==> src/inc/vol_ramp_pkg.sv <==
// shared constants and types for the volume step ramp control
package vol_ramp_pkg;
  localparam int CLK_HZ = 40_000_000;
  localparam int CLK_NS = 25;
  localparam int TICK_HZ = 60;
  localparam int TICK_CYC = CLK_HZ / TICK_HZ;
  localparam int TICK_W = 20;
  localparam logic [1:0] TICKS_PER_STEP = 2'h3; // last of four ticks
  localparam int FAST_WINDOW_NS = 1_000_000;
  localparam int LEVELS = 33;
  // longest time rounds down so the whole fast ramp fits in the window
  localparam int FAST_STEP_CYC = FAST_WINDOW_NS / CLK_NS / LEVELS;
  localparam int FAST_W = 11;
  localparam int CODE_W = 8;
  localparam int THR_W = 9;
  localparam int STEP_W = 5;
  localparam int LVL_W = 6;
  localparam logic [LVL_W-1:0] MUTE_LVL = 6'h00;
  localparam logic [STEP_W-1:0] MAX_STEP = 5'h1F;
  localparam logic [STEP_W-1:0] MIN_STEP = 5'h00;
  localparam logic [THR_W-1:0] TRIP_PITCH = 9'h008;
  localparam logic [THR_W-1:0] TRIP_HYST = 9'h003;
  localparam logic [THR_W-1:0] THR_NEVER = 9'h100;
  localparam logic [THR_W-1:0] THR_ZERO = 9'h000;
  typedef enum logic [1:0] {
    ST_OFF = 2'b00,
    ST_RUN = 2'b01,
    ST_FALL = 2'b10
  } ramp_state_t;
endpackage

==> src/verilog/trip_table.sv <==
// registered lookup of the rising and falling trip points around a step
`timescale 1ns/1ps
module trip_table
  import vol_ramp_pkg::*;
(
  input wire logic sys_clk,
  input wire logic srst,
  input wire logic [STEP_W-1:0] step_idx,
  output logic [THR_W-1:0] rise_thr_r,
  output logic [THR_W-1:0] fall_thr_r
);
  logic [THR_W-1:0] rise_nxt;
  logic [THR_W-1:0] fall_nxt;
  logic [THR_W-1:0] idx_w;

  always_comb begin
    idx_w = {{(THR_W-STEP_W){1'b0}}, step_idx};
    // top step has no upward trip; bottom step has no downward trip
    if (step_idx == MAX_STEP) begin
      rise_nxt = THR_NEVER;
    end else begin
      rise_nxt = THR_W'((idx_w + 9'h001) * TRIP_PITCH);
    end
    if (step_idx == MIN_STEP) begin
      fall_nxt = THR_ZERO;
    end else begin
      fall_nxt = THR_W'(idx_w * TRIP_PITCH - TRIP_HYST);
    end
  end

  always_ff @(posedge sys_clk) begin
    if (srst) begin
      rise_thr_r <= TRIP_PITCH;
      fall_thr_r <= THR_ZERO;
    end else begin
      rise_thr_r <= rise_nxt;
      fall_thr_r <= fall_nxt;
    end
  end
endmodule

==> src/verilog/vol_ramp_ctrl.sv <==
// gain step selection, timed gain ramps, fade, mute, shutdown and short latch
`timescale 1ns/1ps
// What this block does
// - target step comes from volume code, a fraction of reference, via trip table
// - rising and falling trip points differ, so selection never oscillates
// - gain moves one step per four ticks of a 60 Hz tick, except on no-fade power-up and shutdown ramps
// - fade mode: leaving shutdown, gain climbs from mute level to target
// - fade mode: shutdown low steps gain down to mute, then shuts down
// - no fade: mute level to target in under 1 ms
// - no fade: shutdown low reaches mute level within 1 ms
// - mute high disables outputs, low enables them
// - mute acts at once, with no ramp, in either mode
// - shutdown low mutes and enters minimum current state
// - a short latches outputs off until shutdown goes low
module vol_ramp_ctrl
  import vol_ramp_pkg::*;
#(
  parameter int TICK_CYCLES = TICK_CYC
)
(
  input wire logic sys_clk,
  input wire logic srst,
  input wire logic [CODE_W-1:0] volume_code,
  input wire logic shutdown_n,
  input wire logic mute,
  input wire logic fade_n,
  input wire logic short_detect,
  output logic [LVL_W-1:0] gain_level_r,
  output logic [STEP_W-1:0] target_step_r,
  output logic out_enable_r,
  output logic low_power_r,
  output logic short_latched_r
);
  // pin synchronisers; the volume code is expected to move slowly, so a
  // torn sample only costs one extra cycle of settling
  logic [CODE_W-1:0] vol_s1, vol_s2;
  logic sd_s1, sd_s2, mute_s1, mute_s2, fade_s1, fade_s2, sh_s1, sh_s2;

  always_ff @(posedge sys_clk) begin
    if (srst) begin
      vol_s1 <= '0;
      vol_s2 <= '0;
      {sd_s1, sd_s2, mute_s1, mute_s2} <= 4'h0;
      {fade_s1, fade_s2, sh_s1, sh_s2} <= 4'h0;
    end else begin
      vol_s1 <= volume_code;
      vol_s2 <= vol_s1;
      {sd_s1, sd_s2} <= {shutdown_n, sd_s1};
      {mute_s1, mute_s2} <= {mute, mute_s1};
      {fade_s1, fade_s2} <= {fade_n, fade_s1};
      {sh_s1, sh_s2} <= {short_detect, sh_s1};
    end
  end

  // target selection with hysteresis
  logic [THR_W-1:0] rise_thr, fall_thr, vol_w;
  logic tbl_ok_r, tbl_ok_nxt;
  logic [STEP_W-1:0] target_nxt;

  trip_table u_trip (
    .sys_clk(sys_clk),
    .srst(srst),
    .step_idx(target_step_r),
    .rise_thr_r(rise_thr),
    .fall_thr_r(fall_thr)
  );

  always_comb begin
    vol_w = {1'b0, vol_s2};
    target_nxt = target_step_r;
    tbl_ok_nxt = 1'b1;
    // table lags the index one cycle, so decide only on fresh thresholds
    if (tbl_ok_r) begin
      if (vol_w >= rise_thr) begin
        target_nxt = target_step_r + 5'h01;
        tbl_ok_nxt = 1'b0;
      end else if (vol_w < fall_thr) begin
        target_nxt = target_step_r - 5'h01;
        tbl_ok_nxt = 1'b0;
      end
    end
  end

  always_ff @(posedge sys_clk) begin
    if (srst) begin
      target_step_r <= MIN_STEP;
      tbl_ok_r <= 1'b0;
    end else begin
      target_step_r <= target_nxt;
      tbl_ok_r <= tbl_ok_nxt;
    end
  end

  // 60 Hz tick and step pacing
  logic [TICK_W-1:0] tick_cnt_r, tick_cnt_nxt;
  logic tick_r, tick_nxt;
  logic [1:0] slow_cnt_r, slow_cnt_nxt;
  logic [FAST_W-1:0] fast_cnt_r, fast_cnt_nxt;
  logic fast_r, fast_nxt, step_due;
  ramp_state_t state_r, state_nxt;
  logic [LVL_W-1:0] desired, level_nxt;
  logic short_nxt, oen_nxt, lowp_nxt;

  always_comb begin
    tick_nxt = 1'b0;
    tick_cnt_nxt = tick_cnt_r + 20'h00001;
    if (tick_cnt_r == TICK_W'(TICK_CYCLES - 1)) begin
      tick_cnt_nxt = '0;
      tick_nxt = 1'b1;
    end
  end

  always_comb begin
    state_nxt = state_r;
    fast_nxt = fast_r;
    desired = MUTE_LVL;
    case (state_r)
      ST_OFF: begin
        if (sd_s2) begin
          state_nxt = ST_RUN;
          fast_nxt = fade_s2;
        end
      end
      ST_RUN: begin
        desired = {1'b0, target_step_r} + 6'h01;
        if (!sd_s2) begin
          state_nxt = ST_FALL;
          fast_nxt = fade_s2;
        end else if (gain_level_r == desired) begin
          fast_nxt = 1'b0; // volume changes after power-up are always slow
        end
      end
      ST_FALL: begin
        if (sd_s2) begin
          state_nxt = ST_RUN;
        end else if (gain_level_r == MUTE_LVL) begin
          state_nxt = ST_OFF;
        end
      end
      default: state_nxt = ST_OFF;
    endcase
  end

  always_comb begin
    slow_cnt_nxt = slow_cnt_r;
    fast_cnt_nxt = fast_cnt_r + 11'h001;
    step_due = 1'b0;
    level_nxt = gain_level_r;
    if (fast_r) begin
      step_due = (fast_cnt_r == FAST_W'(FAST_STEP_CYC - 1));
    end else begin
      step_due = tick_r && (slow_cnt_r == TICKS_PER_STEP);
    end
    if (tick_r) begin
      slow_cnt_nxt = slow_cnt_r + 2'h1;
    end
    if (gain_level_r == desired) begin
      slow_cnt_nxt = 2'h0;
      fast_cnt_nxt = '0;
    end else if (step_due) begin
      fast_cnt_nxt = '0;
      slow_cnt_nxt = 2'h0;
      // only ever one step; target is re-read before the next one
      if (gain_level_r < desired) begin
        level_nxt = gain_level_r + 6'h01;
      end else begin
        level_nxt = gain_level_r - 6'h01;
      end
    end
    if (state_r == ST_OFF) begin
      level_nxt = MUTE_LVL;
    end
    // set wins over clear; clears only while shutdown is held low
    short_nxt = sh_s2 | (short_latched_r & sd_s2);
    oen_nxt = (state_r != ST_OFF) && !mute_s2 && !short_latched_r;
    lowp_nxt = (state_r == ST_OFF);
  end

  always_ff @(posedge sys_clk) begin
    if (srst) begin
      tick_cnt_r <= '0;
      tick_r <= 1'b0;
      slow_cnt_r <= 2'h0;
      fast_cnt_r <= '0;
      fast_r <= 1'b0;
      state_r <= ST_OFF;
      gain_level_r <= MUTE_LVL;
      short_latched_r <= 1'b0;
      out_enable_r <= 1'b0;
      low_power_r <= 1'b1;
    end else begin
      tick_cnt_r <= tick_cnt_nxt;
      tick_r <= tick_nxt;
      slow_cnt_r <= slow_cnt_nxt;
      fast_cnt_r <= fast_cnt_nxt;
      fast_r <= fast_nxt;
      state_r <= state_nxt;
      gain_level_r <= level_nxt;
      short_latched_r <= short_nxt;
      out_enable_r <= oen_nxt;
      low_power_r <= lowp_nxt;
    end
  end
endmodule

==> config.mk <==
export PLATFORM = sky130hd
export DESIGN_NAME = vol_ramp_ctrl
export DESIGN_NICKNAME = d
export VERILOG_FILES = /design/src/inc/vol_ramp_pkg.sv /design/src/verilog/trip_table.sv /design/src/verilog/vol_ramp_ctrl.sv
export SDC_FILE = /design/constraint.sdc
export NUM_CORES = 1
export LEC_CHECK = 0
export ABC_AREA = 1
export BUFFER_PORTS_ARGS = -buffer_cell sky130_fd_sc_hd__buf_4
export CAP_MARGIN = 20
export CORE_MARGIN = 10
export CORE_UTILIZATION = 50
export CTS_CLUSTER_SIZE = 40
export DETAILED_ROUTE_END_ITERATION = 6
export HOLD_SLACK_MARGIN = 0.03
export PLACE_DENSITY_LB_ADDON = 0.08
export RECOVER_POWER = 100
export SLEW_MARGIN = 30
export SYNTH_ARGS = -nofsm -noshare
export SYNTH_HDL_FRONTEND = slang
export SYNTH_SLANG_ARGS = --single-unit
==> constraint.sdc <==
create_clock -name sys_clk -period 4.5 [get_ports sys_clk]
set_input_delay 0.225 -clock sys_clk [delete_from_list [all_inputs] [get_ports sys_clk]]
set_output_delay 0.225 -clock sys_clk [all_outputs]
set_load 0.01 [all_outputs]
Word-level counts from Yosys, hierarchy flattened
Index checks and enable logic that the tools add are counted.
{ "word_totals": {"reg_bits": 94, "latch_bits": 0, "ramBits": 0, "romBits": 0, "elab_cells": 92, "n_memories": 0} }
{ "op_classes": {"n_addsub": 10, "multipliers": 0, "div": 0, "order_cmp": 3, "eq_ne": 12, "shifts": 0, "n_mux": 19, "n_bitwise": 3, "n_reduce_logical": 20} }
{ "op_table": {"columns": ["op", "count"], "rows": [
  ["$add 20x1->20 const B", 1],
  ["$eq 20x20->1 const B", 1],
  ["$add 5x1->6 const B", 2],
  ["$eq 6x6->1", 2],
  ["$mux 6", 2],
  ["$add 11x1->11 const B", 1],
  ["$eq 11x11->1 const B", 1],
  ["$mux 5", 2],
  ["$ge 8x9->1", 1],
  ["$lt 8x9->1", 1],
  ["$mux 9", 1],
  ["$sub 8x2->9 const B", 1],
  ["$mux 1", 8],
  ["$mux 2", 4],
  ["$reduce_or 2->1", 4],
  ["$add 6x1->6 const B", 1],
  ["$logic_not 6->1", 1],
  ["$lt 6x6->1", 1],
  ["$ne 3x3->1 const B", 2],
  ["$pmux 2 s3", 1],
  ["$reduce_and 3->1", 2],
  ["$reduce_bool 2->1", 3],
  ["$sub 6x1->6 const B", 1],
  ["$add 5x1->5 const B", 1],
  ["other kinds (16)", 22]
]} }

Logic depth before layout (Yosys ltp)
{ "depth": {"depth_word": 5, "mapped_depth": 20, "depth_no_buf": 20} }

Hierarchy
Synthesis repeated with hierarchy kept, for this count alone.
{ "unflattened": {"cells_unflattened": 621, "area_unflattened_um2": 4561.9} }
{ "modules_own_cells": {"columns": ["mod", "instances", "cells_per_inst", "area_each_um2", "seq_area_each_um2"], "rows": [
  ["vol_ramp_ctrl", 1, 552, 3973.8, 1521.5],
  ["trip_table", 1, 69, 588.1, 260.2]
]} }

Least setup slack after synthesis
No wires, ideal clock.
{ "synth_timing": {"path_kind": "reg-to-reg", "startpoint": "register target_step_r[1]", "endpoint": "register gain_level_r[5]", "setup_ps": 113, "arrival_time_ps": 2739, "required_time_ps": 4387, "path_slack_ps": 1648, "stages_incl_launch_ff": 17, "path_buffers": 0, "period_less_slack_ps": 2852, "cell_sequence": "dfxtp_1 ha_1 nand2_1 nor2_1 ha_1 nand2_1 ha_1 nand2_1 o21bai_1 nand3_1 ha_1 a21oi_1 o21ai_0 o21ai_0 nand3_1 nor2_1 nor2_1"} }
{ "synth_via": {"elab_chain_len": 5, "elab_cells_between_ends": 7} }
{ "synth_lines": {"columns": ["element", "line_no", "source"], "rows": [
  ["start, declared", "vol_ramp_ctrl.sv:29", "output logic [STEP_W-1:0] target_step_r,"],
  ["start signal, assigned", "vol_ramp_ctrl.sv:89", "target_step_r <= target_nxt;"],
  ["$add 5x1->6 (*)", "vol_ramp_ctrl.sv:125", "desired = {1'b0, target_step_r} + 6'h01;"],
  ["$mux 6 (*)", "vol_ramp_ctrl.sv:117", "case (state_r)"],
  ["branches (longest 3 deep; another with $lt 6x6->1)", null, null],
  ["end signal, assigned", "vol_ramp_ctrl.sv:198", "gain_level_r <= level_nxt;"],
  ["end, declared", "vol_ramp_ctrl.sv:28", "output logic [LVL_W-1:0] gain_level_r,"]
]} }
Mark *: on every way between the ends.
A chain may end at the register's enable or synchronous reset.

Worst setup path after layout
{ "layout_timing": {"startpoint": "register target_step_r[0]", "endpoint": "register gain_level_r[5]"} }
Same word-level chain as after synthesis.

==> impl_summary.log <==
[metrics] top achievable clock speed: 302.3 MHz
[metrics] worst r2r path cells: 19
[metrics] worst-case clock buffer depth: 2
[metrics] IO Port Bufs: 27
[metrics] weighted congestion reported at the end of routability-driven placement: 0.8433
[metrics] time the worst path needs with I/O delays and setup: 3.308 ns
[metrics] synth unique cells: 35
[metrics] # setup viols final: 0
[metrics] utilization after layout: 57.76%
[metrics] Least-Margin Pin Slew: 1.478 ns
[metrics] Worst-path clk slew: 0.09 ns
[metrics] max cap viols: 0
[metrics] number of global-route vias before repair: 3336
[metrics] Clock Skews: 0.009322 ns
[metrics] maximum resistive drop on vdd: 182.9 uV
[metrics] FF+latch count, synth: 89
[metrics] Power per Cell Area: 427.0 nW/um^2
[metrics] Post-CTS Hold Fix Bufs: 0
[metrics] crit path DAT: 3.61 ns
[metrics] number of primary I/O pins: 28
[metrics] share of async-settable or async-resettable flops after synthesis: 0%
[metrics] largest net degree at the start of global routing: 34
[metrics] Setup TNS: 0 ns
[metrics] dominant cells by area after synthesis: sky130_fd_sc_hd__dfxtp_1 41%, sky130_fd_sc_hd__inv_1 9.4%, sky130_fd_sc_hd__nand2_1 9.2%
[metrics] Die Footprint: 12840 um^2
[metrics] cts repair resizes: 0
[metrics] worst-case headroom to the max-slew limit: 1.493%
[metrics] worst-skew pair later-pin latency: 0.36 ns
[metrics] ANT nets after route: 0
[metrics] part of the Yosys area used for sequential elements: 40.91%
[metrics] Post-Syn Nets: 638
[metrics] run status: complete, no violations
[metrics] Root Buffer Master: sky130_fd_sc_hd__clkbuf_8
[metrics] critical path fanouts, max: 13
[metrics] WP buf/inv: 0
[metrics] H-tree levels: 3
[metrics] global-route wire length before repair: 14360 um
[metrics] standard cell core area: 8341 um^2
[metrics] dominant cell by count in the synthesized netlist: sky130_fd_sc_hd__inv_1
[metrics] effective utilization at floorplan: 52.22%
[metrics] number of setup buffers added after CTS: 0
[metrics] Mean Syn Cell Area: 7.382 um^2
[metrics] ys flop type: sky130_fd_sc_hd__dfxtp_1
[metrics] CTS tree: done
[metrics] Routed wire per std cell: 11.32 um
[metrics] total clock sinks: 89
[metrics] crit share post-route: 73.52%
[metrics] cell occurring most often along the worst timing path: sky130_fd_sc_hd__nand2_1
[metrics] final wirelength: 8255 um
[metrics] cell type group with the largest total delay on the critical path: simple AND/OR/NAND/NOR gates
[metrics] Overflow after GRT: 0
[metrics] detailed-placement wirelength estimate: 6366 um
[metrics] CP Launch Type: flop
[metrics] worst hold path class: in -> reg
[metrics] M1 WL: 3930 um
[metrics] number of synthesized flops with an enable pin: 0
[metrics] relative area change from synthesis to final layout: 10.60%
[metrics] setup repair after global routing missed its margin: no
[metrics] met2 wire len: 3917 um
[metrics] Pre-Repair DR Iteration Count: 4
[metrics] Die Width: 113.3 um
[metrics] share of post-route cells with drive strength above 1: 6.410%
[metrics] total number of cells along the worst setup path: 19
[metrics] Post-synth top cells: 109 x sky130_fd_sc_hd__inv_1, 107 x sky130_fd_sc_hd__nand2_1, 95 x sky130_fd_sc_hd__nor2_1
[metrics] Global Route Usage Sum: 13.20%
[metrics] amount of wire on met3 after detailed routing: 302 um
[metrics] crit-path cells: ha_1 > nand2_1 > nor2_1 > ha_1 > nand2_1 > ha_1 > nand2_1 > nor2_1 > nand2_1 > nand3_1 > ha_1 > nand2_1 > nor3_1 > nor2_1 > nand2_1 > nand3_1 > nand2_1 > nand2_1 > nor2_1
[metrics] diode insertion count for antenna repair: 0
[metrics] Setup Crit Path Kind: reg -> reg
[metrics] vias per cell: 4.802
[metrics] Yosys warning count: 0
[metrics] max layer used: met4
[metrics] required time of the critical path: 4.81 ns
[metrics] Cell Area, Synth: 4355 um^2
[metrics] final max-slew violation count: 0
[metrics] Cell Rows: 33
[metrics] vertical die dimension: 113.3 um
[metrics] number of nets at the end of the flow: 667
[metrics] reg-to-reg slack, setup: 1.19 ns
[metrics] CP max stage cell: sky130_fd_sc_hd__dfxtp_1
[metrics] number of remaining DRC errors: 0
[metrics] vias: 3501
[metrics] post-synthesis cell count: 590
[metrics] cell depth of the worst min-delay path: 3
[metrics] area share of the largest cell type after synthesis: 40.91%
[metrics] peak per-stage delay on the critical path: 0.60 ns
[metrics] static leakage: 2.148 nW
[metrics] total CTS buffers: 9
[metrics] number of antenna violations at the first check in global routing: 0
[metrics] crit end category: flop
[metrics] number of DRC markers in iteration 0: 97
[metrics] cell type with the largest total area after synthesis: sky130_fd_sc_hd__dfxtp_1
[metrics] number of hold-slack violations in the final timing report: 0
[layout make-up]
cell class              instances  area [um^2]
multi-input cells             382         2118
fillers                       824         3523
clock inverters                 7        102.6
repair buffers                 27        146.4
flip-flops and latches         89         1782
clock buffers                   9        123.9
well taps                     105        131.4
inverters                     110        412.9
[stage by stage]
stage	cells	power, mW	worst slack [ns]	area, um^2	hold slack (ns)
floorplan	590	1.335	1.648	4355	0.3320
global placement	713	1.463	1.347	4651	0.3865
detailed placement	713	1.482	1.198	4651	0.3913
CTS	729	2.101	1.186	4877	0.04344
global route	729	2.206	0.7726	4817	0.05133
finish	729	2.057	1.192	4817	0.06042
[cells in the final DEF (no fill, tap or decap), types with 2 or more instances in the layout]
cell	Yosys	layout
sky130_fd_sc_hd__clkbuf_8	0	9
sky130_fd_sc_hd__clkinv_4	0	2
sky130_fd_sc_hd__nor3b_1	2	2
sky130_fd_sc_hd__nor2_1	95	95
sky130_fd_sc_hd__ha_1	32	32
sky130_fd_sc_hd__o21ai_0	17	17
sky130_fd_sc_hd__nor3_1	7	7
sky130_fd_sc_hd__or2_2	2	2
sky130_fd_sc_hd__dfxtp_1	89	89
sky130_fd_sc_hd__bufinv_16	0	2
sky130_fd_sc_hd__fa_1	2	2
sky130_fd_sc_hd__xnor2_1	10	10
sky130_fd_sc_hd__nand3_2	3	3
sky130_fd_sc_hd__a21oi_1	34	35
sky130_fd_sc_hd__xor2_1	14	14
sky130_fd_sc_hd__nand3_1	29	29
sky130_fd_sc_hd__clkbuf_1	5	15
sky130_fd_sc_hd__nand2_1	107	107
sky130_fd_sc_hd__buf_4	0	12
sky130_fd_sc_hd__nor2_4	2	2
sky130_fd_sc_hd__nand4_1	5	5
sky130_fd_sc_hd__o21bai_1	2	2
sky130_fd_sc_hd__nor4_1	6	6
sky130_fd_sc_hd__inv_1	109	109
[per-layer routing]
layer	global-route usage [%]	up-vias
met2	21.81	29
met4	4.230	0
li1	-	1890
met5	0	-
met3	3.962	8
met1	16.02	1574
[flip-flops by register name, summed over array words and instances, names as in the netlist, 2 cells and up]
register / cells
tick_cnt_r: 20
fast_cnt_r: 11
vol_s1: 8
vol_s2: 8
u_trip.fall_thr_r: 7
gain_level_r: 6
u_trip.rise_thr_r: 6
target_step_r: 5
slow_cnt_r: 2
state_r: 2
[worst min-delay path: stages]
cell	delay, ns
sky130_fd_sc_hd__buf_4	0.07
sky130_fd_sc_hd__inv_1	0.03
sky130_fd_sc_hd__nor2_1	0.06
[report_power, final]
group	switching, mW	internal [mW]	total, mW
clock network	0.293	0.319	0.613
logic	0.317	0.199	0.516
registers	0.0680	0.860	0.928
[cell families (layout without fill, tap and decap cells)]
| kind of cell | Yosys count | in the layout | synth area share, % |
|---|---|---|---|
| compound gates | 59 | 59 | 7.268 |
| xor+xnor | 24 | 24 | 4.826 |
| fa+ha+maj | 34 | 34 | 10.11 |
| buf+inv | 119 | 153 | 10.37 |
| flops | 89 | 89 | 40.91 |
| mux | 1 | 1 | 0.2298 |
| simple gates | 264 | 264 | 26.29 |
[final timing paths]
check              startpoint         endpoint
max          target_step_r[0]  gain_level_r[5]
min reg2reg           mute_s2     out_enable_r
min                    fade_n          fade_s1
max reg2reg  target_step_r[0]  gain_level_r[5]
Note: power is estimated with default switching activity, not from simulation.
